## config.mk

```make
export PLATFORM = sky130hd
export DESIGN_NAME = sac_adc_ctrl
export DESIGN_NICKNAME = d
export VERILOG_FILES = /design/src/hdl/sac_pkg.sv /design/src/hdl/sac_adc_ctrl.sv
export SDC_FILE = /design/constraint.sdc
export NUM_CORES = 1
export LEC_CHECK = 0
export ABC_AREA = 1
export BUFFER_PORTS_ARGS = -buffer_cell sky130_fd_sc_hd__buf_2
export CAP_MARGIN = 20
export CORE_MARGIN = 3
export CORE_UTILIZATION = 54
export CTS_BUF_LIST = sky130_fd_sc_hd__clkbuf_8
export DETAILED_ROUTE_END_ITERATION = 10
export GPL_TIMING_DRIVEN = 1
export PLACE_DENSITY_LB_ADDON = 0.1
export SLEW_MARGIN = 10
export SYNTH_ARGS = -nofsm -noshare
export SYNTH_HDL_FRONTEND = slang
export SYNTH_SLANG_ARGS = --single-unit
```

## constraint.sdc

```tcl
create_clock -name clk_i -period 3.1 [get_ports clk_i]
set_clock_uncertainty 0.05 [all_clocks]
set_input_delay 0.31 -clock clk_i [delete_from_list [all_inputs] [get_ports clk_i]]
set_output_delay 0.31 -clock clk_i [all_outputs]
set_load 0.005 [all_outputs]
```

## src/hdl/sac_pkg.sv

```systemverilog
// package: register map, field positions, timing counts and state types of the converter control
package sac_pkg;
  // register byte offsets
  localparam logic [7:0] MODE_OFS   = 8'h00;
  localparam logic [7:0] START_OFS  = 8'h04;
  localparam logic [7:0] RESULT_OFS = 8'h08;
  localparam logic [7:0] CTRL_OFS   = 8'h0C;
  localparam logic [7:0] STAT_OFS   = 8'h10;
  // field positions
  localparam int CKS_BIT    = 7;
  localparam int EXT_TRIGGER_ENABLE_BIT   = 6;
  localparam int FLAG_BIT   = 7;
  localparam int POL_BIT    = 0;
  localparam int PINSEL_BIT = 1;
  localparam int IRQEN_BIT  = 2;
  localparam int DONE_BIT   = 0;
  // reserved patterns and reset values
  localparam logic [7:0] MODE_RSVD  = 8'h30;
  localparam logic [7:0] START_RSVD = 8'h7F;
  localparam logic [3:0] CH_RST     = 4'h0;
  // conversion timing in phi states
  localparam logic [5:0] STATES_SLOW  = 6'h3E;
  localparam logic [5:0] STATES_FAST  = 6'h1F;
  localparam logic [3:0] SAMPLE_TICKS = 4'h2;
  localparam int         RES_BITS     = 10;
  localparam logic [9:0] SAR_MSB      = 10'h200;
  // channel codes
  localparam logic [3:0] CH_AN0 = 4'h4;
  localparam logic [3:0] CH_AN1 = 4'h5;
  localparam logic [3:0] CH_AN2 = 4'h6;

  typedef enum logic {PH_IDLE, PH_CONV} sac_phase_type;

  // drive toward the analog sampling core
  typedef struct packed {
    logic       sample;
    logic [2:0] chan_sel;
    logic [9:0] trial;
  } sac_analog_type;

  typedef struct packed {
    logic          conv_clock_select;
    logic          ext_trigger_enable;
    logic [3:0]    ch;
    logic          pol;
    logic          pinsel;
    logic          irqen;
    logic          done;
    sac_phase_type phase;
    logic [9:0]    sar;
    logic [9:0]    result;
    logic [5:0]    cnt;
    logic [1:0]    trg_sync;
    logic          trg_prev;
    logic          aw_got;
    logic          w_got;
    logic [7:0]    waddr;
    logic [7:0]    wdata;
    logic          wlane0;
    logic          bvalid;
    logic          bslv;
    logic          rvalid;
    logic          rslv;
    logic [31:0]   rdata;
  } sac_state_type;
endpackage : sac_pkg

```

## src/hdl/sac_adc_ctrl.sv

```systemverilog
// module: register interface and sequencing of a 10-bit successive-approximation converter
//
// The AXI4-Lite register port and the register addresses were left to the implementer.
`timescale 1ns/10ps
module sac_adc_ctrl (
  // clock and reset
  input  wire logic                    clk_i,
  input  wire logic                    sys_rst_i,
  // low-power retention request
  input  wire logic                    hold_i,
  // axi4-lite write address and data
  input  wire logic                    s_axi_awvalid,
  output      logic                    s_axi_awready,
  input  wire logic [31:0]             s_axi_awaddr,
  input  wire logic                    s_axi_wvalid,
  output      logic                    s_axi_wready,
  input  wire logic [31:0]             s_axi_wdata,
  input  wire logic [3:0]              s_axi_wstrb,
  // axi4-lite write response
  output      logic                    s_axi_bvalid,
  input  wire logic                    s_axi_bready,
  output      logic [1:0]              s_axi_bresp,
  // axi4-lite read
  input  wire logic                    s_axi_arvalid,
  output      logic                    s_axi_arready,
  input  wire logic [31:0]             s_axi_araddr,
  output      logic                    s_axi_rvalid,
  input  wire logic                    s_axi_rready,
  output      logic [31:0]             s_axi_rdata,
  output      logic [1:0]              s_axi_rresp,
  // analog core and trigger pin
  input  wire logic                    comp_i,
  input  wire logic                    ext_trigger_pin_i,
  output      sac_pkg::sac_analog_type analog_o,
  // conversion-end interrupt request
  output      logic                    conv_irq_o
);

  sac_pkg::sac_state_type st_r;
  sac_pkg::sac_state_type st_nxt;

  // channel field decode; prohibited and empty codes connect nothing
  function automatic logic [2:0] chan_decode(input logic [3:0] ch);
    logic [2:0] sel;
    sel = 3'h0;
    case (ch)
      sac_pkg::CH_AN0: sel = 3'h1;
      sac_pkg::CH_AN1: sel = 3'h2;
      sac_pkg::CH_AN2: sel = 3'h4;
      default:         sel = 3'h0;
    endcase
    return sel;
  endfunction : chan_decode

  // one approximation step: keep or drop the trial bit, then try the next lower one
  function automatic logic [9:0] sar_step(input logic [9:0] sar, input logic [3:0] bidx,
                                          input logic keep);
    logic [9:0] res;
    res = sar;
    if (!keep)
    begin
      res[bidx] = 1'b0;
    end
    if (bidx != 4'h0)
    begin
      res[bidx - 4'h1] = 1'b1;
    end
    return res;
  endfunction : sar_step

  logic       aw_hs;
  logic       w_hs;
  logic       do_wr;
  logic       ar_hs;
  logic       trg_edge;
  logic       trg_start;
  logic [5:0] last_cnt;
  logic [3:0] tick_idx;
  logic       tick_end;
  logic [3:0] bit_idx;
  logic       sw_start;
  logic       sw_abort;
  logic       finish;
  logic [31:0] rd_val;
  logic       rd_ok;
  logic [7:0] raddr;

  // handshake outputs straight from state so the master sees them without delay
  assign s_axi_awready = !st_r.aw_got && !st_r.bvalid;
  assign s_axi_wready  = !st_r.w_got && !st_r.bvalid;
  assign s_axi_arready = !st_r.rvalid;
  assign s_axi_bvalid  = st_r.bvalid;
  assign s_axi_bresp   = st_r.bslv ? 2'h2 : 2'h0;
  assign s_axi_rvalid  = st_r.rvalid;
  assign s_axi_rdata   = st_r.rdata;
  assign s_axi_rresp   = st_r.rslv ? 2'h2 : 2'h0;
  assign conv_irq_o    = st_r.done && st_r.irqen;

  // analog drive; one process so the struct port has a single driver
  always_comb
  begin
    analog_o.trial    = st_r.sar;
    analog_o.chan_sel = (st_r.phase == sac_pkg::PH_CONV) ? chan_decode(st_r.ch) : 3'h0;
    analog_o.sample   = (st_r.phase == sac_pkg::PH_CONV) &&
                        (tick_idx < sac_pkg::SAMPLE_TICKS);
  end

  // bus event decode
  assign aw_hs = s_axi_awvalid && s_axi_awready;
  assign w_hs  = s_axi_wvalid && s_axi_wready;
  assign ar_hs = s_axi_arvalid && s_axi_arready;
  assign do_wr = st_r.aw_got && st_r.w_got && !st_r.bvalid && !hold_i; // latched copy only
  assign raddr = s_axi_araddr[7:0];

  // edge detect only on the second synchroniser stage
  assign trg_edge  = st_r.pol ? (!st_r.trg_sync[1] && st_r.trg_prev)
                              : (st_r.trg_sync[1] && !st_r.trg_prev);
  assign trg_start = trg_edge && st_r.ext_trigger_enable && st_r.pinsel;

  // sequencing: slow clock ticks every 4 states, fast every 2
  assign last_cnt = st_r.conv_clock_select ? (sac_pkg::STATES_FAST - 6'h1)
                             : (sac_pkg::STATES_SLOW - 6'h1);
  assign tick_idx = st_r.conv_clock_select ? st_r.cnt[4:1] : st_r.cnt[5:2];
  assign tick_end = st_r.conv_clock_select ? st_r.cnt[0] : (st_r.cnt[1:0] == 2'h3);
  assign bit_idx  = 4'(sac_pkg::RES_BITS + 1) - tick_idx;

  // write-side effects on the conversion flag
  assign sw_start = do_wr && (st_r.waddr == sac_pkg::START_OFS) && st_r.wlane0 &&
                    st_r.wdata[sac_pkg::FLAG_BIT];
  assign sw_abort = do_wr && (st_r.waddr == sac_pkg::START_OFS) && st_r.wlane0 &&
                    !st_r.wdata[sac_pkg::FLAG_BIT];
  assign finish   = (st_r.phase == sac_pkg::PH_CONV) && (st_r.cnt == last_cnt) && !sw_abort;

  // read mux; reserved bits of the mode and start registers return ones, other unused bits zero
  always_comb
  begin
    rd_ok  = 1'b1;
    rd_val = 32'h0;
    case (raddr)
      sac_pkg::MODE_OFS:   rd_val[7:0] = {st_r.conv_clock_select, st_r.ext_trigger_enable, 2'h0, st_r.ch} |
                                         sac_pkg::MODE_RSVD;
      sac_pkg::START_OFS:  rd_val[7:0] = {st_r.phase == sac_pkg::PH_CONV, 7'h0} |
                                         sac_pkg::START_RSVD;
      sac_pkg::RESULT_OFS: rd_val[15:0] = {st_r.result, 6'h00};
      sac_pkg::CTRL_OFS:   rd_val[2:0] = {st_r.irqen, st_r.pinsel, st_r.pol};
      sac_pkg::STAT_OFS:   rd_val[0] = st_r.done;
      default:             rd_ok = 1'b0;
    endcase
  end

  // next-state logic for the whole block
  always_comb
  begin
    st_nxt = st_r;
    // bus channels keep running in retention so the master is never stuck
    if (aw_hs)
    begin
      st_nxt.aw_got = 1'b1;
      st_nxt.waddr  = s_axi_awaddr[7:0];
    end
    if (w_hs)
    begin
      st_nxt.w_got  = 1'b1;
      st_nxt.wdata  = s_axi_wdata[7:0];
      st_nxt.wlane0 = s_axi_wstrb[0];
    end
    // answer once both halves are latched; the register update reads that latched copy
    if (st_r.aw_got && st_r.w_got && !st_r.bvalid)
    begin
      st_nxt.aw_got = 1'b0;
      st_nxt.w_got  = 1'b0;
      st_nxt.bvalid = 1'b1;
      st_nxt.bslv   = !(st_r.waddr inside {sac_pkg::MODE_OFS, sac_pkg::START_OFS,
                        sac_pkg::RESULT_OFS, sac_pkg::CTRL_OFS, sac_pkg::STAT_OFS});
    end
    if (st_r.bvalid && s_axi_bready)
    begin
      st_nxt.bvalid = 1'b0;
    end
    if (ar_hs)
    begin
      st_nxt.rvalid = 1'b1;
      st_nxt.rdata  = rd_val;
      st_nxt.rslv   = !rd_ok;
    end
    else if (st_r.rvalid && s_axi_rready)
    begin
      st_nxt.rvalid = 1'b0;
    end
    if (!hold_i)
    begin
      st_nxt.trg_sync = {st_r.trg_sync[0], ext_trigger_pin_i};
      st_nxt.trg_prev = st_r.trg_sync[1];
      if (do_wr && st_r.wlane0)
      begin
        case (st_r.waddr)
          sac_pkg::MODE_OFS:
          begin
            st_nxt.conv_clock_select  = st_r.wdata[sac_pkg::CKS_BIT];
            st_nxt.ext_trigger_enable = st_r.wdata[sac_pkg::EXT_TRIGGER_ENABLE_BIT];
            st_nxt.ch   = st_r.wdata[3:0];
          end
          sac_pkg::CTRL_OFS:
          begin
            st_nxt.pol    = st_r.wdata[sac_pkg::POL_BIT];
            st_nxt.pinsel = st_r.wdata[sac_pkg::PINSEL_BIT];
            st_nxt.irqen  = st_r.wdata[sac_pkg::IRQEN_BIT];
          end
          sac_pkg::STAT_OFS:
          begin
            if (st_r.wdata[sac_pkg::DONE_BIT])
            begin
              st_nxt.done = 1'b0;
            end
          end
          default:
          begin
          end
        endcase
      end
      case (st_r.phase)
        sac_pkg::PH_IDLE:
        begin
          if (sw_start || (trg_start && !sw_abort))
          begin
            st_nxt.phase = sac_pkg::PH_CONV;
            st_nxt.cnt   = 6'h0;
            st_nxt.sar   = sac_pkg::SAR_MSB;
          end
        end
        sac_pkg::PH_CONV:
        begin
          st_nxt.cnt = st_r.cnt + 6'h1;
          if (sw_abort)
          begin
            st_nxt.phase = sac_pkg::PH_IDLE;
          end
          else if (finish)
          begin
            st_nxt.phase  = sac_pkg::PH_IDLE;
            st_nxt.result = st_r.sar;
            st_nxt.done   = 1'b1; // set wins over a same-cycle clear
          end
          else if (tick_end && tick_idx >= sac_pkg::SAMPLE_TICKS &&
                   bit_idx < 4'(sac_pkg::RES_BITS))
          begin
            st_nxt.sar = sar_step(st_r.sar, bit_idx, comp_i);
          end
        end
        default: st_nxt.phase = sac_pkg::PH_IDLE;
      endcase
    end
  end

  // state register; result kept across reset, control state cleared
  always_ff @(posedge clk_i)
  begin
    if (sys_rst_i)
    begin
      st_r          <= '0;
      st_r.ch       <= sac_pkg::CH_RST;
      st_r.phase    <= sac_pkg::PH_IDLE;
      st_r.result   <= st_r.result;
      st_r.trg_sync <= st_r.trg_sync;
      st_r.trg_prev <= st_r.trg_prev;
    end
    else
    begin
      st_r <= st_nxt;
    end
  end

  // checks on the sequencer, retention and the start register read
  conv_len_a: assert property (@(posedge clk_i) disable iff (sys_rst_i)
    st_r.phase == sac_pkg::PH_CONV && !st_r.conv_clock_select |-> st_r.cnt < sac_pkg::STATES_SLOW)
    else $error("slow conversion overran");
  fast_len_a: assert property (@(posedge clk_i) disable iff (sys_rst_i)
    st_r.phase == sac_pkg::PH_CONV && st_r.conv_clock_select |-> st_r.cnt < sac_pkg::STATES_FAST)
    else $error("fast conversion overran");
  trg_block_a: assert property (@(posedge clk_i) disable iff (sys_rst_i)
    st_r.phase == sac_pkg::PH_IDLE && !st_r.ext_trigger_enable && !sw_start && !hold_i
    |=> st_r.phase == sac_pkg::PH_IDLE) else $error("start without enable");
  done_load_a: assert property (@(posedge clk_i) disable iff (sys_rst_i)
    finish && !hold_i |=> st_r.phase == sac_pkg::PH_IDLE && st_r.done &&
    st_r.result == $past(st_r.sar)) else $error("completion did not load result");
  abort_a: assert property (@(posedge clk_i) disable iff (sys_rst_i)
    st_r.phase == sac_pkg::PH_CONV && sw_abort && !hold_i
    |=> st_r.phase == sac_pkg::PH_IDLE && $stable(st_r.result)) else $error("abort ignored");
  sw_start_a: assert property (@(posedge clk_i) disable iff (sys_rst_i)
    st_r.phase == sac_pkg::PH_IDLE && sw_start && !hold_i
    |=> st_r.phase == sac_pkg::PH_CONV && st_r.cnt == 6'h0) else $error("start lost");
  pin_start_a: assert property (@(posedge clk_i) disable iff (sys_rst_i)
    st_r.phase == sac_pkg::PH_IDLE && trg_start && !do_wr && !hold_i
    |=> st_r.phase == sac_pkg::PH_CONV) else $error("trigger edge lost");
  irq_tie_a: assert property (@(posedge clk_i) disable iff (sys_rst_i)
    finish && st_r.irqen && !do_wr && !hold_i |=> conv_irq_o)
    else $error("no conversion interrupt");
  hold_keep_a: assert property (@(posedge clk_i) disable iff (sys_rst_i)
    hold_i |=> $stable({st_r.conv_clock_select, st_r.ext_trigger_enable, st_r.ch, st_r.phase, st_r.cnt}))
    else $error("state moved in retention");
  rsvd_read_a: assert property (@(posedge clk_i) disable iff (sys_rst_i)
    ar_hs && raddr == sac_pkg::START_OFS |=> s_axi_rdata[6:0] == 7'h7F)
    else $error("reserved bits not one");

  slow_done_c: cover property (@(posedge clk_i) finish && !st_r.conv_clock_select);
  fast_done_c: cover property (@(posedge clk_i) finish && st_r.conv_clock_select);
  pin_trig_c:  cover property (@(posedge clk_i) trg_start && st_r.phase == sac_pkg::PH_IDLE);
  abort_c:     cover property (@(posedge clk_i) sw_abort && st_r.phase == sac_pkg::PH_CONV);

endmodule : sac_adc_ctrl

```

==> summary.md, run 1 <==
| Metric | Value |
|---|---|
| Worst Hold Path Cells | 1 |
| Total Neg Setup Slack | 0 ns |
| Clock latency reported for the late side of the worst-skew pair | 0.34 ns |
| Maximum number of pins on one net before global-route repair | 39 |
| CTS tree | built |
| Average footprint of a synthesized cell | 7.46 sq um |
| Critical path's largest stage delay | 0.65 ns |
| Final setup violation count | 0 |
| Switching power | 496 uW |
| Main synth FF type | sky130_fd_sc_hd__dfxtp_1 |
| Final Hold Vio Count | 0 |
| Part of the power in the clock network | 0.424 |
| Cells after Synth | 544 |
| Post-CTS Setup Bufs | 0 |
| Min-Delay Path Class | in -> reg |
| Leading cell type in the layout, fill and taps excluded | sky130_fd_sc_hd__nand2_1 |
| Final worst slack | 0.748 ns |
| Data arrival time of the critical path | 1.99 ns |
| Final weighted congestion of routability-driven global placement | 0.900 |
| Min cycle time layout | 2.35 ns |
| CTS Root Cell | sky130_fd_sc_hd__clkbuf_8 |
| Max transition margin | 0.522 |
| Slowest-stage cell, CP | sky130_fd_sc_hd__dfxtp_1 |
| Count of buffers inserted at the top-level ports | 70 |
| Max-cap violation count | 0 |
| Number of distinct library cells after synthesis | 39 |
| Unrepaired setup endpoints after global routing | false |
| Global-route wire length before repair | 14.6 mm |
| Initial antenna violation count | 0 |
| Chain of cells forming the critical path | nor2_1 > a21oi_1 > inv_1 > ha_1 > nor3b_1 > buf_2 |
| Capture point of the worst reg-to-reg path | analog_o[9] |
| Critical register-to-register path startpoint | st_r[94] |
| 1st-pass router iterations | 4 |
| Final hold slack | 0.0976 ns |
| HPWL after detailed placement | 6.27 mm |
| Remaining design rule violation count | 0 |
| Area of the mapped netlist | 4060 sq um |
| Area growth, synth to finish | 9.40% |
| Proportion of power drawn by flip-flops and latches | 0.498 |
| Result of the run | finished clean |
| Post-route ant nets | 0 |
| Startpoint of the lowest-slack hold path | ext_trigger_pin_i |
| Worst Path Max Fanout | 14 |
| Combinational Power Share | 0.078 |
| R2R depth | 13 |
| Initial cell density of the core | 0.578 |
| Number of diodes added for antenna fixing | 0 |
| Setup Slack @ Placement | 0.845 ns |
| CTS buffer count | 9 |
| Number of design-rule violations left by the first detailed-router iteration | 191 |
| # hold bufs at CTS | 0 |
| Vertical die dimension | 92.7 microns |
| GRT Overall Usage | 0.208 |
| Yosys reg bits | 76 |
| Worst min-delay path endpoint | st_r[56] |
| Endpoint class of the critical path | output port |
| Count of warnings emitted by yosys | 0 |
| Fmax | 0.425 GHz |
| Count of flip-flops with a built-in enable after synthesis | 13 |
| Worst EP required | 2.74 ns |
| Count of boundary I/O pins | 166 |
| Layout filler cell count | 684 |
| Leakage power | 1.88 nW |
| Ys async rst share | 0 |
| Peak VDD IR | 0.000249 V |
| Clock input transition at the sequential cells of the worst setup and hold paths | 0.08 ns |
| Flop-to-flop setup slack | 0.78 ns |
| Total power density per cell area | 474 nW/um^2 |
| Width of the die | 92.7 microns |
| Commonest non-fill, non-tap cells in the layout | 106 x sky130_fd_sc_hd__nand2_1, 70 x sky130_fd_sc_hd__buf_2, 64 x sky130_fd_sc_hd__nor2_1 |
| Grt ovf | 0 |
| Worst Tran Pin Value | 0.715 ns |
| Final Routed Wirelength | 8.70 mm |
| Net count, final | 700 |
| Max Buffers Root-to-Sink | 2 |
| Std-Cell Rows | 30 |
| Final routed wire length divided by cell count | 12.7 microns |
| Total count of max-transition violations in the final report | 0 |
| Vias per cell | 5.16 |
| Overall via count from detail_route | 3532 |
| Switching power share of the total | 0.235 |
| Sequential share of the synthesized area | 0.407 |
| Number of instances resized during post-cts repair | 0 |
| Sort of element at the start of the critical path | flop |
| Final period util | 0.759 |
| Clk sinks | 76 |
| Internal power consumption | 1.61 mW |
| Vias in the first global route | 3235 |
| Core Area | 7020 sq um |
| Type of the setup path with the least slack | reg -> out |
| Die outline area | 8590 sq um |
| H-tree Lvls | 3 |
| Fraction of layout instances using a drive strength above 1 | 0.211 |
cell type report:
type	instances	area [sq um]	share of cell area
repair buffers	74	380	0.0857
inverters	53	201	0.0454
clock buffers	9	124	0.0279
well taps	96	120	0.0270
multi-input cells	371	1860	0.418
clock inverters	6	105	0.0237
flip-flops and latches	76	1650	0.372
state kept, by name (all words and copies together), names as in the netlist:
register	count
analog_o	10
s_axi_bvalid	1
s_axi_rdata	15
s_axi_rvalid	1
st_r	49
layer usage:
layer | wire length (microns) | vias up | share of wire | track usage
li1 | - | 1803 | - | -
met4 | 117 | 0 | 0.013 | 0.0696
met2 | 4050 | 97 | 0.47 | 0.350
met3 | 470 | 11 | 0.054 | 0.0333
met1 | 4060 | 1621 | 0.47 | 0.273
met5 | 0 | - | 0 | 0
power groups by stage:
stage | Combinational, mW | Sequential (mW) | Clock [mW]
finish | 0.164 | 1.05 | 0.893
detailed placement | 0.163 | 1.07 | 0
global placement | 0.159 | 1.07 | 0
floorplan | 0.130 | 1.07 | 0
CTS | 0.165 | 1.05 | 0.905
global route | 0.189 | 1.05 | 0.947
worst max path at each step:
stage / from / to / slack [ns] / cells after the start
floorplan: st_r[94] / analog_o[2] / 1.20 / 14
global placement: st_r[94] / analog_o[4] / 0.88 / 12
detailed placement: st_r[94] / analog_o[3] / 0.85 / 12
CTS: st_r[94] / analog_o[13] / 0.74 / 6
global route: st_r[94] / analog_o[9] / 0.54 / 13
finish: st_r[94] / analog_o[13] / 0.75 / 6
kinds of logic (layout without fill, tap and decap cells):
logic type | Yosys count | in the layout | share of synthesized area
AOI/OAI and AO/OA | 107 | 107 | 0.150
xor gates and xnor gates | 3 | 3 | 0.00647
adders and majority gates | 5 | 5 | 0.0154
buffers and inverters | 114 | 142 | 0.151
DFF | 76 | 76 | 0.407
other | 1 | 18 | 0.000924
and+or+nand+nor | 238 | 238 | 0.269
through the flow:
step	total power, mW	instances	util	area [sq um]
after floorplan	1.20	561	-	4120
after detailed placement	1.23	670	0.600	4210
after global placement	1.23	670	0.600	4210
after CTS	2.12	685	0.633	4440
final	2.11	685	0.633	4440
after global routing	2.19	685	0.633	4440
worst max-delay path, delay by kind of cell (launching register included):
kind,cells,cell delay [ns]
buffers and inverters,2,0.25
adders and majority gates,1,0.22
DFF,1,0.65
AOI/OAI and AO/OA,1,0.25
and+or+nand+nor,2,0.28
synthesized netlist by cell type (2+ instances only):
library cell / count / area [sq um]
sky130_fd_sc_hd__nand2_1: 106 / 398
sky130_fd_sc_hd__nor2_1: 64 / 240
sky130_fd_sc_hd__dfxtp_1: 63 / 1260
sky130_fd_sc_hd__buf_4: 48 / 360
sky130_fd_sc_hd__inv_1: 44 / 165
sky130_fd_sc_hd__o21ai_0: 39 / 195
sky130_fd_sc_hd__a21oi_1: 38 / 190
sky130_fd_sc_hd__nand3_1: 23 / 115
sky130_fd_sc_hd__nand4_1: 18 / 113
sky130_fd_sc_hd__edfxtp_1: 13 / 390
sky130_fd_sc_hd__a21oi_2: 12 / 105
sky130_fd_sc_hd__clkbuf_1: 10 / 37.5
sky130_fd_sc_hd__nand2_2: 7 / 43.8
sky130_fd_sc_hd__o21ai_1: 7 / 35.0
sky130_fd_sc_hd__a211oi_1: 6 / 45.0
sky130_fd_sc_hd__ha_1: 5 / 62.6
sky130_fd_sc_hd__clkinv_1: 4 / 15.0
sky130_fd_sc_hd__inv_2: 4 / 15.0
sky130_fd_sc_hd__nor3_1: 4 / 20.0
sky130_fd_sc_hd__nor2_2: 3 / 18.8
sky130_fd_sc_hd__nor4_1: 3 / 18.8
sky130_fd_sc_hd__buf_2: 2 / 10.0
sky130_fd_sc_hd__nand2_4: 2 / 22.5
sky130_fd_sc_hd__nand3_2: 2 / 20.0
sky130_fd_sc_hd__nor2_8: 2 / 40.0
sky130_fd_sc_hd__xor2_1: 2 / 17.5
(Power assumes the default switching activity.)
==> inputs of run 2 (changes only) <==
- CORE_UTILIZATION: 54 -> 45
- clock period: 3.1 -> 1.96 ns (I/O delays scaled with it)
==> run 2 against run 1 <==
Effect of this change:
- final cell count is 5.5% higher
- largest cell class unchanged
- setup slack worse by 0.65 ns
- wire length grew 3.4%
- global-route usage down 2.8 points
- critical endpoint unchanged
- largest power group unchanged
- first-iteration DRC count decreased by 31%
- sequential power increased by 58%
- clock power rose by 51%
- sequential share of layout area down 1.7 points
- core utilization decreased by 9.8 points
- total power up 56%
- die area grew 19%
==> summary.md, run 2 (same netlist as run 1, synthesis figures left out) <==
| Metric | Value |
|---|---|
| Final setup violation count | 0 (unchanged) |
| Count of buffers inserted at the top-level ports | 70 (unchanged) |
| Combined area of the multi-input logic cells | 1880 sq um (+1.1%) |
| Final hold slack | 0.0413 ns (-0.0563 ns) |
| Unrepaired setup endpoints after global routing | false |
| Vias per cell | 4.89 (-5.3%) |
| Overall via count from detail_route | 3532 (unchanged) |
| Core Area | 8720 sq um (+24%) |
| Global-route wire length before repair | 14.8 mm (+0.98%) |
| Grt ovf | 0 (unchanged) |
| CTS buffer count | 9 (unchanged) |
| Type of the setup path with the least slack | reg -> out |
| Switching power share of the total | 0.245 (+0.00951) |
| Endpoint class of the critical path | output port |
| 1st-pass router iterations | 4 (unchanged) |
| HPWL after detailed placement | 6.99 mm (+11%) |
| Slowest-stage cell, CP | sky130_fd_sc_hd__dfxtp_1 |
| Worst Path Max Fanout | 4 (-10) |
| Post-route ant nets | 0 (unchanged) |
| Register Area | 1660 sq um (+0.23%) |
| Vertical die dimension | 101 microns (+8.9%) |
| Total Neg Setup Slack | 0 ns (unchanged) |
| Max Buffers Root-to-Sink | 2 (unchanged) |
| GRT Overall Usage | 0.180 (-0.0282) |
| Net count, final | 725 (+3.6%) |
| Count of boundary I/O pins | 166 (unchanged) |
| Part of the power in the clock network | 0.413 (-0.011) |
| Width of the die | 101 microns (+8.9%) |
| Fmax | 0.538 GHz |
| Fraction of layout instances using a drive strength above 1 | 0.254 (+0.0431) |
| Initial cell density of the core | 0.465 (-0.113) |
| Final Routed Wirelength | 9.00 mm (+3.4%) |
| Data arrival time of the critical path | 1.61 ns (-0.38 ns) |
| Final total power | 3.28 mW (+56%) |
| Initial antenna violation count | 0 (unchanged) |
| Utilization after layout | 0.535 (-0.0976) |
| Kind of cell adding the most delay to the critical path | buffers and inverters |
| Vias in the first global route | 3205 (-0.93%) |
| Critical path's largest stage delay | 0.35 ns (-0.30 ns) |
| Number of design-rule violations left by the first detailed-router iteration | 131 (-31%) |
| Combinational Power Share | 0.081 (+0.003) |
| Flop-to-flop setup slack | 0.18 ns (-0.60 ns) |
| Remaining design rule violation count | 0 (unchanged) |
| Total count of max-transition violations in the final report | 0 (unchanged) |
| CTS Root Cell | sky130_fd_sc_hd__clkbuf_8 |
| Final period util | 0.949 |
| Clk sinks | 76 (unchanged) |
| Final Hold Vio Count | 0 (unchanged) |
| Max-cap violation count | 0 (unchanged) |
| Internal power consumption | 2.47 mW (+54%) |
| Final weighted congestion of routability-driven global placement | 0.852 (-5.4%) |
| Critical path buffer and inverter count | 4 (+2) |
| Leading cell type in the layout, fill and taps excluded | sky130_fd_sc_hd__nand2_1 |
| Chain of cells forming the critical path | inv_2 > a21oi_2 > inv_1 > ha_2 > buf_4 > nor3b_2 > buf_2 |
| Min-Delay Path Class | in -> reg |
| Layout filler cell count | 877 (+28%) |
| Proportion of power drawn by flip-flops and latches | 0.506 (+0.008) |
| Min cycle time layout | 1.86 ns |
| Final routed wire length divided by cell count | 12.5 microns (-2.0%) |
| Number of diodes added for antenna fixing | 0 (unchanged) |
| Post-route design area | 4670 sq um (+5.1%) |
| Die outline area | 10200 sq um (+19%) |
| H-tree Lvls | 3 (unchanged) |
| Total power density per cell area | 702 nW/um^2 (+48%) |
| Flip-flop count of the largest register, all copies and words added | 49 (unchanged) |
| Peak VDD IR | 0.000316 V (+27%) |
| CTS tree | built |
| Leakage power | 2.00 nW (+6.6%) |
| Result of the run | finished clean |
| Maximum number of pins on one net before global-route repair | 20 (-49%) |
| Clock input transition at the sequential cells of the worst setup and hold paths | 0.08 ns (about the same) |
| Commonest non-fill, non-tap cells in the layout | 106 x sky130_fd_sc_hd__nand2_1, 70 x sky130_fd_sc_hd__buf_2, 63 x sky130_fd_sc_hd__nor2_1 |
| Std-Cell Rows | 34 (+13%) |
| Sort of element at the start of the critical path | flop |
| Worst EP required | 1.71 ns (-1.03 ns) |
| Total placed instance area | 4400 sq um (+4.5%) |
| Biggest register | st_r |
| Clock latency reported for the late side of the worst-skew pair | 0.35 ns (about the same) |
| Switching power | 802 uW (+62%) |
| Area growth, synth to finish | 15.0% |
-- run 2: layout make-up --
class,instances,area share
Clock buffer,10,0.0295
Timing Repair Buffer,99,0.122
Inverter,53,0.0434
Multi-Input combinational cell,371,0.403
Sequential cell,76,0.355
Clock inverter,6,0.0182
Tap cell,108,0.0290
-- run 2: path summary, 6_finish.rpt --
path | from | endpoint | cells after the start
min reg2reg | st_r[56] | st_r[57] | 0
min | s_axi_wdata[1] | st_r[38] | 3
max | st_r[62] | analog_o[13] | 7
max reg2reg | st_r[62] | analog_o[9] | 11
-- run 2: power by group through the flow --
stage	clock (mW)	combinational, mW	sequential (mW)
6_report	1.35	0.267	1.66
5_1_grt	1.46	0.305	1.66
4_1_cts	1.39	0.269	1.66
3_5_place_dp	0	0.267	1.69
3_3_place_gp	0	0.262	1.69
2_1_floorplan	0	0.205	1.69
-- run 2: metal layers --
layer  global-route usage  up-vias  part of all wire
met5                    0        -                 0
met4               0.0399        0             0.010
met3               0.0484       12             0.047
met2                0.293       75              0.47
met1                0.240     1582              0.48
li1                     -     1863                 -
-- run 2: worst reg2reg max path, delay by kind of cell, from the launching register on --
kind                       cells  cell delay, ns
DFF                            1            0.35
and+or+nand+nor                5            0.38
buffers and inverters          3            0.25
adders and majority gates      1            0.41
AOI/OAI and AO/OA              2            0.26
-- run 2: through the flow --
| stage | setup WS, ns | instances |
|---|---|---|
| after global placement | -0.000659 | 705 |
| final | 0.0997 | 723 |
| after CTS | 0.00583 | 722 |
| after floorplan | 0.0601 | 561 |
| after global routing | 0.00524 | 723 |
| after detailed placement | -0.0158 | 705 |
-- run 2: repair_timing --
item,4_1_cts,5_1_grt
pin swaps,0,1
hold endpoints to repair,1,0
gates resized for setup,5,4
setup endpoints to repair,7,11
setup buffers,0,1
hold buffers,1,0
cloned,0,0
==> inputs of run 3 (changes only) <==
--- a/config.mk
+++ b/config.mk
@@ -7,3 +7,2 @@
 export LEC_CHECK = 0
-export ABC_AREA = 1
 export BUFFER_PORTS_ARGS = -buffer_cell sky130_fd_sc_hd__buf_2
@@ -15,3 +14,3 @@
 export GPL_TIMING_DRIVEN = 1
-export PLACE_DENSITY_LB_ADDON = 0.1
+export PLACE_DENSITY = 0.78
 export SLEW_MARGIN = 10
--- a/constraint.sdc
+++ b/constraint.sdc
@@ -4,2 +4,2 @@
 set_output_delay 0.196 -clock clk_i [all_outputs]
-set_load 0.005 [all_outputs]
+set_load 0.02 [all_outputs]
==> run 3 against run 2 <==
Effect of this change:
- the run now ends with setup timing left
- final cell count is 7.2% lower
- register-to-register slack worse by 0.40 ns
- die area barely moved
- global-route usage up 1.7 points
- flip-flop and latch count is the same
- fmax down 14%
- combinational power rose by 18%
- sequential share of layout area is 3.1 points lower
==> summary.md, run 3 <==
| Metric | Value |
|---|---|
| Result of the run | complete, but fails checks |
| Violated checks | setup timing |
| Top cell types by occurrence after synthesis | 63 x sky130_fd_sc_hd__dfxtp_1, 46 x sky130_fd_sc_hd__buf_4, 46 x sky130_fd_sc_hd__nand2_1, 39 x sky130_fd_sc_hd__nor2_1, 30 x sky130_fd_sc_hd__a21oi_1 |
| Final weighted congestion of routability-driven global placement | 0.868 (+1.9%) |
| Final Hold Vio Count | 0 (unchanged) |
| Max Buffers Root-to-Sink | 2 (unchanged) |
| Unrepaired setup endpoints after global routing | true |
| Grt ovf | 0 (unchanged) |
| Fmax | 0.460 GHz (-14%) |
| Switching power | 815 uW (+1.6%) |
| Vias in the first global route | 3403 (+6.2%) |
| Min-Delay Path Class | in -> reg |
| Final worst slack | -0.215 ns (-0.315 ns) |
| Vias per cell | 5.51 (+13%) |
| Number of diodes added for antenna fixing | 0 (unchanged) |
| Worst Hold Path Cells | 3 (unchanged) |
| Total count of max-transition violations in the final report | 0 (unchanged) |
| Worst Tran Pin Value | 0.508 ns |
| Clk sinks | 76 (unchanged) |
| Die outline area | 10200 sq um (about the same) |
| Core Area | 8760 sq um (+0.49%) |
| Combinational Power Share | 0.093 (+0.012) |
| Initial antenna violation count | 0 (unchanged) |
| Type of the setup path with the least slack | reg -> reg |
| Count of flip-flops with a built-in enable after synthesis | 13 (unchanged) |
| Worst EP required | 2.18 ns (+0.47 ns) |
| Remaining design rule violation count | 0 (unchanged) |
| Area growth, synth to finish | 26.4% |
| Sort of element at the start of the critical path | flop |
| Part of the power in the clock network | 0.426 (+0.013) |
| Overall via count from detail_route | 3696 (+4.6%) |
| Biggest register | st_r |
| Post-route ant nets | 0 (unchanged) |
| Count of boundary I/O pins | 166 (unchanged) |
| Slowest-stage cell, CP | sky130_fd_sc_hd__or4b_4 |
| Total Neg Setup Slack | -4.65 ns (-4.65 ns) |
| Vertical die dimension | 101 microns (about the same) |
| Flop-to-flop setup slack | -0.22 ns (-0.40 ns) |
| CTS tree | built |
| Max transition margin | 0.661 |
| Initial cell density of the core | 0.464 (-0.00183) |
| Final period util | 1.11 (+0.161) |
| Kind of cell adding the most delay to the critical path | simple AND/OR/NAND/NOR gates |
| Startpoint of the lowest-slack hold path | s_axi_awaddr[1] |
| Final routed wire length divided by cell count | 14.8 microns (+19%) |
| Data arrival time of the critical path | 2.39 ns (+0.78 ns) |
| Endpoint class of the critical path | flop |
| CTS buffer count | 9 (unchanged) |
| Peak VDD IR | 0.000423 V (+34%) |
| GRT Overall Usage | 0.196 (+0.0165) |
| Cells after Synth | 466 (-14%) |
| H-tree Lvls | 3 (unchanged) |
| Maximum number of pins on one net before global-route repair | 27 (+35%) |
| Post-route design area | 5140 sq um (+10%) |
| CTS Root Cell | sky130_fd_sc_hd__clkbuf_8 |
| Critical register-to-register path startpoint | st_r[45] |
| Final Routed Wirelength | 9.95 mm (+11%) |
| Flip-flop count of the largest register, all copies and words added | 49 (unchanged) |
| Average footprint of a synthesized cell | 8.72 sq um (+17%) |
| Total placed instance area | 4640 sq um (+5.5%) |
| HPWL after detailed placement | 7.17 mm (+2.7%) |
| Count of buffers inserted at the top-level ports | 70 (unchanged) |
| Critical path's largest stage delay | 0.57 ns (+0.22 ns) |
| Final total power | 3.40 mW (+3.7%) |
| Max-cap violation count | 0 (unchanged) |
| Count of warnings emitted by yosys | 0 (unchanged) |
| Internal power consumption | 2.58 mW (+4.3%) |
| Clock input transition at the sequential cells of the worst setup and hold paths | 0.09 ns (about the same) |
| Proportion of power drawn by flip-flops and latches | 0.481 (-0.025) |
| Cell count after placement | 645 (-8.5%) |
| Critical path buffer and inverter count | 1 (-3) |
| Global-route wire length before repair | 16.0 mm (+8.6%) |
| Main synth FF type | sky130_fd_sc_hd__dfxtp_1 |
| Final setup violation count | 37 (+37) |
| Total power density per cell area | 661 nW/um^2 (-5.8%) |
| Switching power share of the total | 0.240 (-0.00494) |
| R2R depth | 6 (-5) |
| Sequential share of the synthesized area | 0.407 (about the same) |
| Fraction of layout instances using a drive strength above 1 | 0.350 (+0.0963) |
| Top-count cell post-synth | sky130_fd_sc_hd__dfxtp_1 |
| Layout filler cell count | 715 (-18%) |
| Setup Slack @ Placement | -0.216 ns (-0.200 ns) |
| Chain of cells forming the critical path | or4b_4 > nor4_4 > mux2i_2 > buf_6 > or4_1 > o311ai_1 |
| Capture point of the worst reg-to-reg path | analog_o[9] |
| Net count, final | 673 (-7.2%) |
| Ys async rst share | 0 (unchanged) |
| Number of design-rule violations left by the first detailed-router iteration | 324 (+150%) |
| Dominant cells by area after synthesis | sky130_fd_sc_hd__dfxtp_1 31%, sky130_fd_sc_hd__edfxtp_1 9.6%, sky130_fd_sc_hd__buf_4 8.5% |
| Width of the die | 101 microns (about the same) |
| Min cycle time layout | 2.18 ns (+0.315 ns) |
| Utilization after layout | 0.586 (+0.0511) |
| CP Depth | 6 (-1) |
| Commonest non-fill, non-tap cells in the layout | 69 x sky130_fd_sc_hd__buf_2, 57 x sky130_fd_sc_hd__dfxtp_1, 54 x sky130_fd_sc_hd__buf_4 |
| Yosys reg bits | 76 (unchanged) |
| Std-Cell Rows | 34 (unchanged) |
| Worst min-delay path endpoint | st_r[46] |
| Area of the mapped netlist | 4060 sq um (about the same) |
| Leading cell type in the layout, fill and taps excluded | sky130_fd_sc_hd__buf_2 |
| Clock latency reported for the late side of the worst-skew pair | 0.35 ns (about the same) |
| Area share of the largest cell type after synthesis | 0.310 (about the same) |
| 1st-pass router iterations | 5 (+1) |
| Top cell type by total area after synthesis | sky130_fd_sc_hd__dfxtp_1 |
| Worst Path Max Fanout | 9 (+5) |
| Layout Cells excl Fill | 671 (-7.2%) |
| Number of distinct library cells after synthesis | 61 (+56%) |
| Final hold slack | 0.0226 ns (-0.0187 ns) |
| Leakage power | 2.11 nW (+5.2%) |
## run 3: changes by cell type after synthesis, moves of 8 or more
cell and delta:
sky130_fd_sc_hd__a21oi_1 -8, sky130_fd_sc_hd__a21oi_2 -12, sky130_fd_sc_hd__a22oi_1 +8, sky130_fd_sc_hd__inv_1 -31, sky130_fd_sc_hd__mux2i_1 +25, sky130_fd_sc_hd__nand2_1 -60
sky130_fd_sc_hd__nand2b_1 +10, sky130_fd_sc_hd__nand4_1 -8, sky130_fd_sc_hd__nor2_1 -25, sky130_fd_sc_hd__nor2b_1 +10, sky130_fd_sc_hd__o21ai_0 -24
## run 3: power groups by stage
stage          sequential, mW  clock (mW)  combinational [mW]
2_1_floorplan            1.67           0               0.214
3_3_place_gp             1.67           0               0.296
3_5_place_dp             1.67           0               0.302
4_1_cts                  1.63        1.46               0.310
5_1_grt                  1.64        1.53               0.345
6_report                 1.63        1.45               0.316
## run 3: area by class of cell
| cell class | count | area [sq um] | share of cell area |
|---|---|---|---|
| Tap cell | 108 | 135 | 0.0263 |
| Inverter | 13 | 48.8 | 0.00950 |
| Clock buffer | 9 | 124 | 0.0241 |
| Clock inverter | 7 | 115 | 0.0224 |
| Sequential cell | 76 | 1660 | 0.324 |
| Multi-Input combinational cell | 322 | 2150 | 0.419 |
| Timing Repair Buffer | 136 | 896 | 0.174 |
## run 3: worst max path at each step
stage                       startpoint          end  slack (ns)
final                         st_r[45]  analog_o[9]       -0.22
after CTS                 s_axi_bvalid  analog_o[9]       -0.20
after floorplan               st_r[94]  analog_o[4]       -0.22
after detailed placement      st_r[45]  analog_o[9]       -0.22
after global placement        st_r[45]     st_r[62]       -0.21
after global routing          st_r[45]     st_r[63]       -0.32
## run 3: cell families (layout without fill, tap and decap cells)
group                    Yosys count  count (layout)  share of synthesized area
flip-flops                        76              76                      0.407
multiplexers                      25              25                     0.0616
adder cells (fa/ha/maj)            5               5                     0.0154
AND/OR/NAND/NOR                  175             176                      0.231
other                              1              18                   0.000923
buffers and inverters             86             165                      0.125
AO/OA/AOI/OAI                     98              98                      0.159
## run 3: per-layer routing
| layer | vias up | share of wire | GRT usage |
|---|---|---|---|
| met5 | - | 0 | 0 |
| met1 | 1755 | 0.43 | 0.252 |
| met4 | 0 | 0.013 | 0.0716 |
| met2 | 137 | 0.49 | 0.318 |
| li1 | 1792 | - | - |
| met3 | 12 | 0.067 | 0.0526 |
## run 3: worst register-to-register path: stages (launching register included)
cell and delay [ns]:
sky130_fd_sc_hd__dfxtp_2 0.33, sky130_fd_sc_hd__or4b_4 0.57, sky130_fd_sc_hd__nor4_4 0.35, sky130_fd_sc_hd__mux2i_2 0.12
sky130_fd_sc_hd__buf_6 0.16, sky130_fd_sc_hd__or4_1 0.42, sky130_fd_sc_hd__o311ai_1 0.10
## run 3: repair_timing
| item | 4_1_cts | 5_1_grt |
|---|---|---|
| cloned | 2 | 0 |
| hold endpoints to repair | 1 | 0 |
| pin swaps | 5 | 14 |
| endpoints found under the setup margin | 38 | 40 |
| gates resized for setup | 21 | 26 |
| hold buffers | 1 | 0 |
| setup buffers | 2 | 5 |
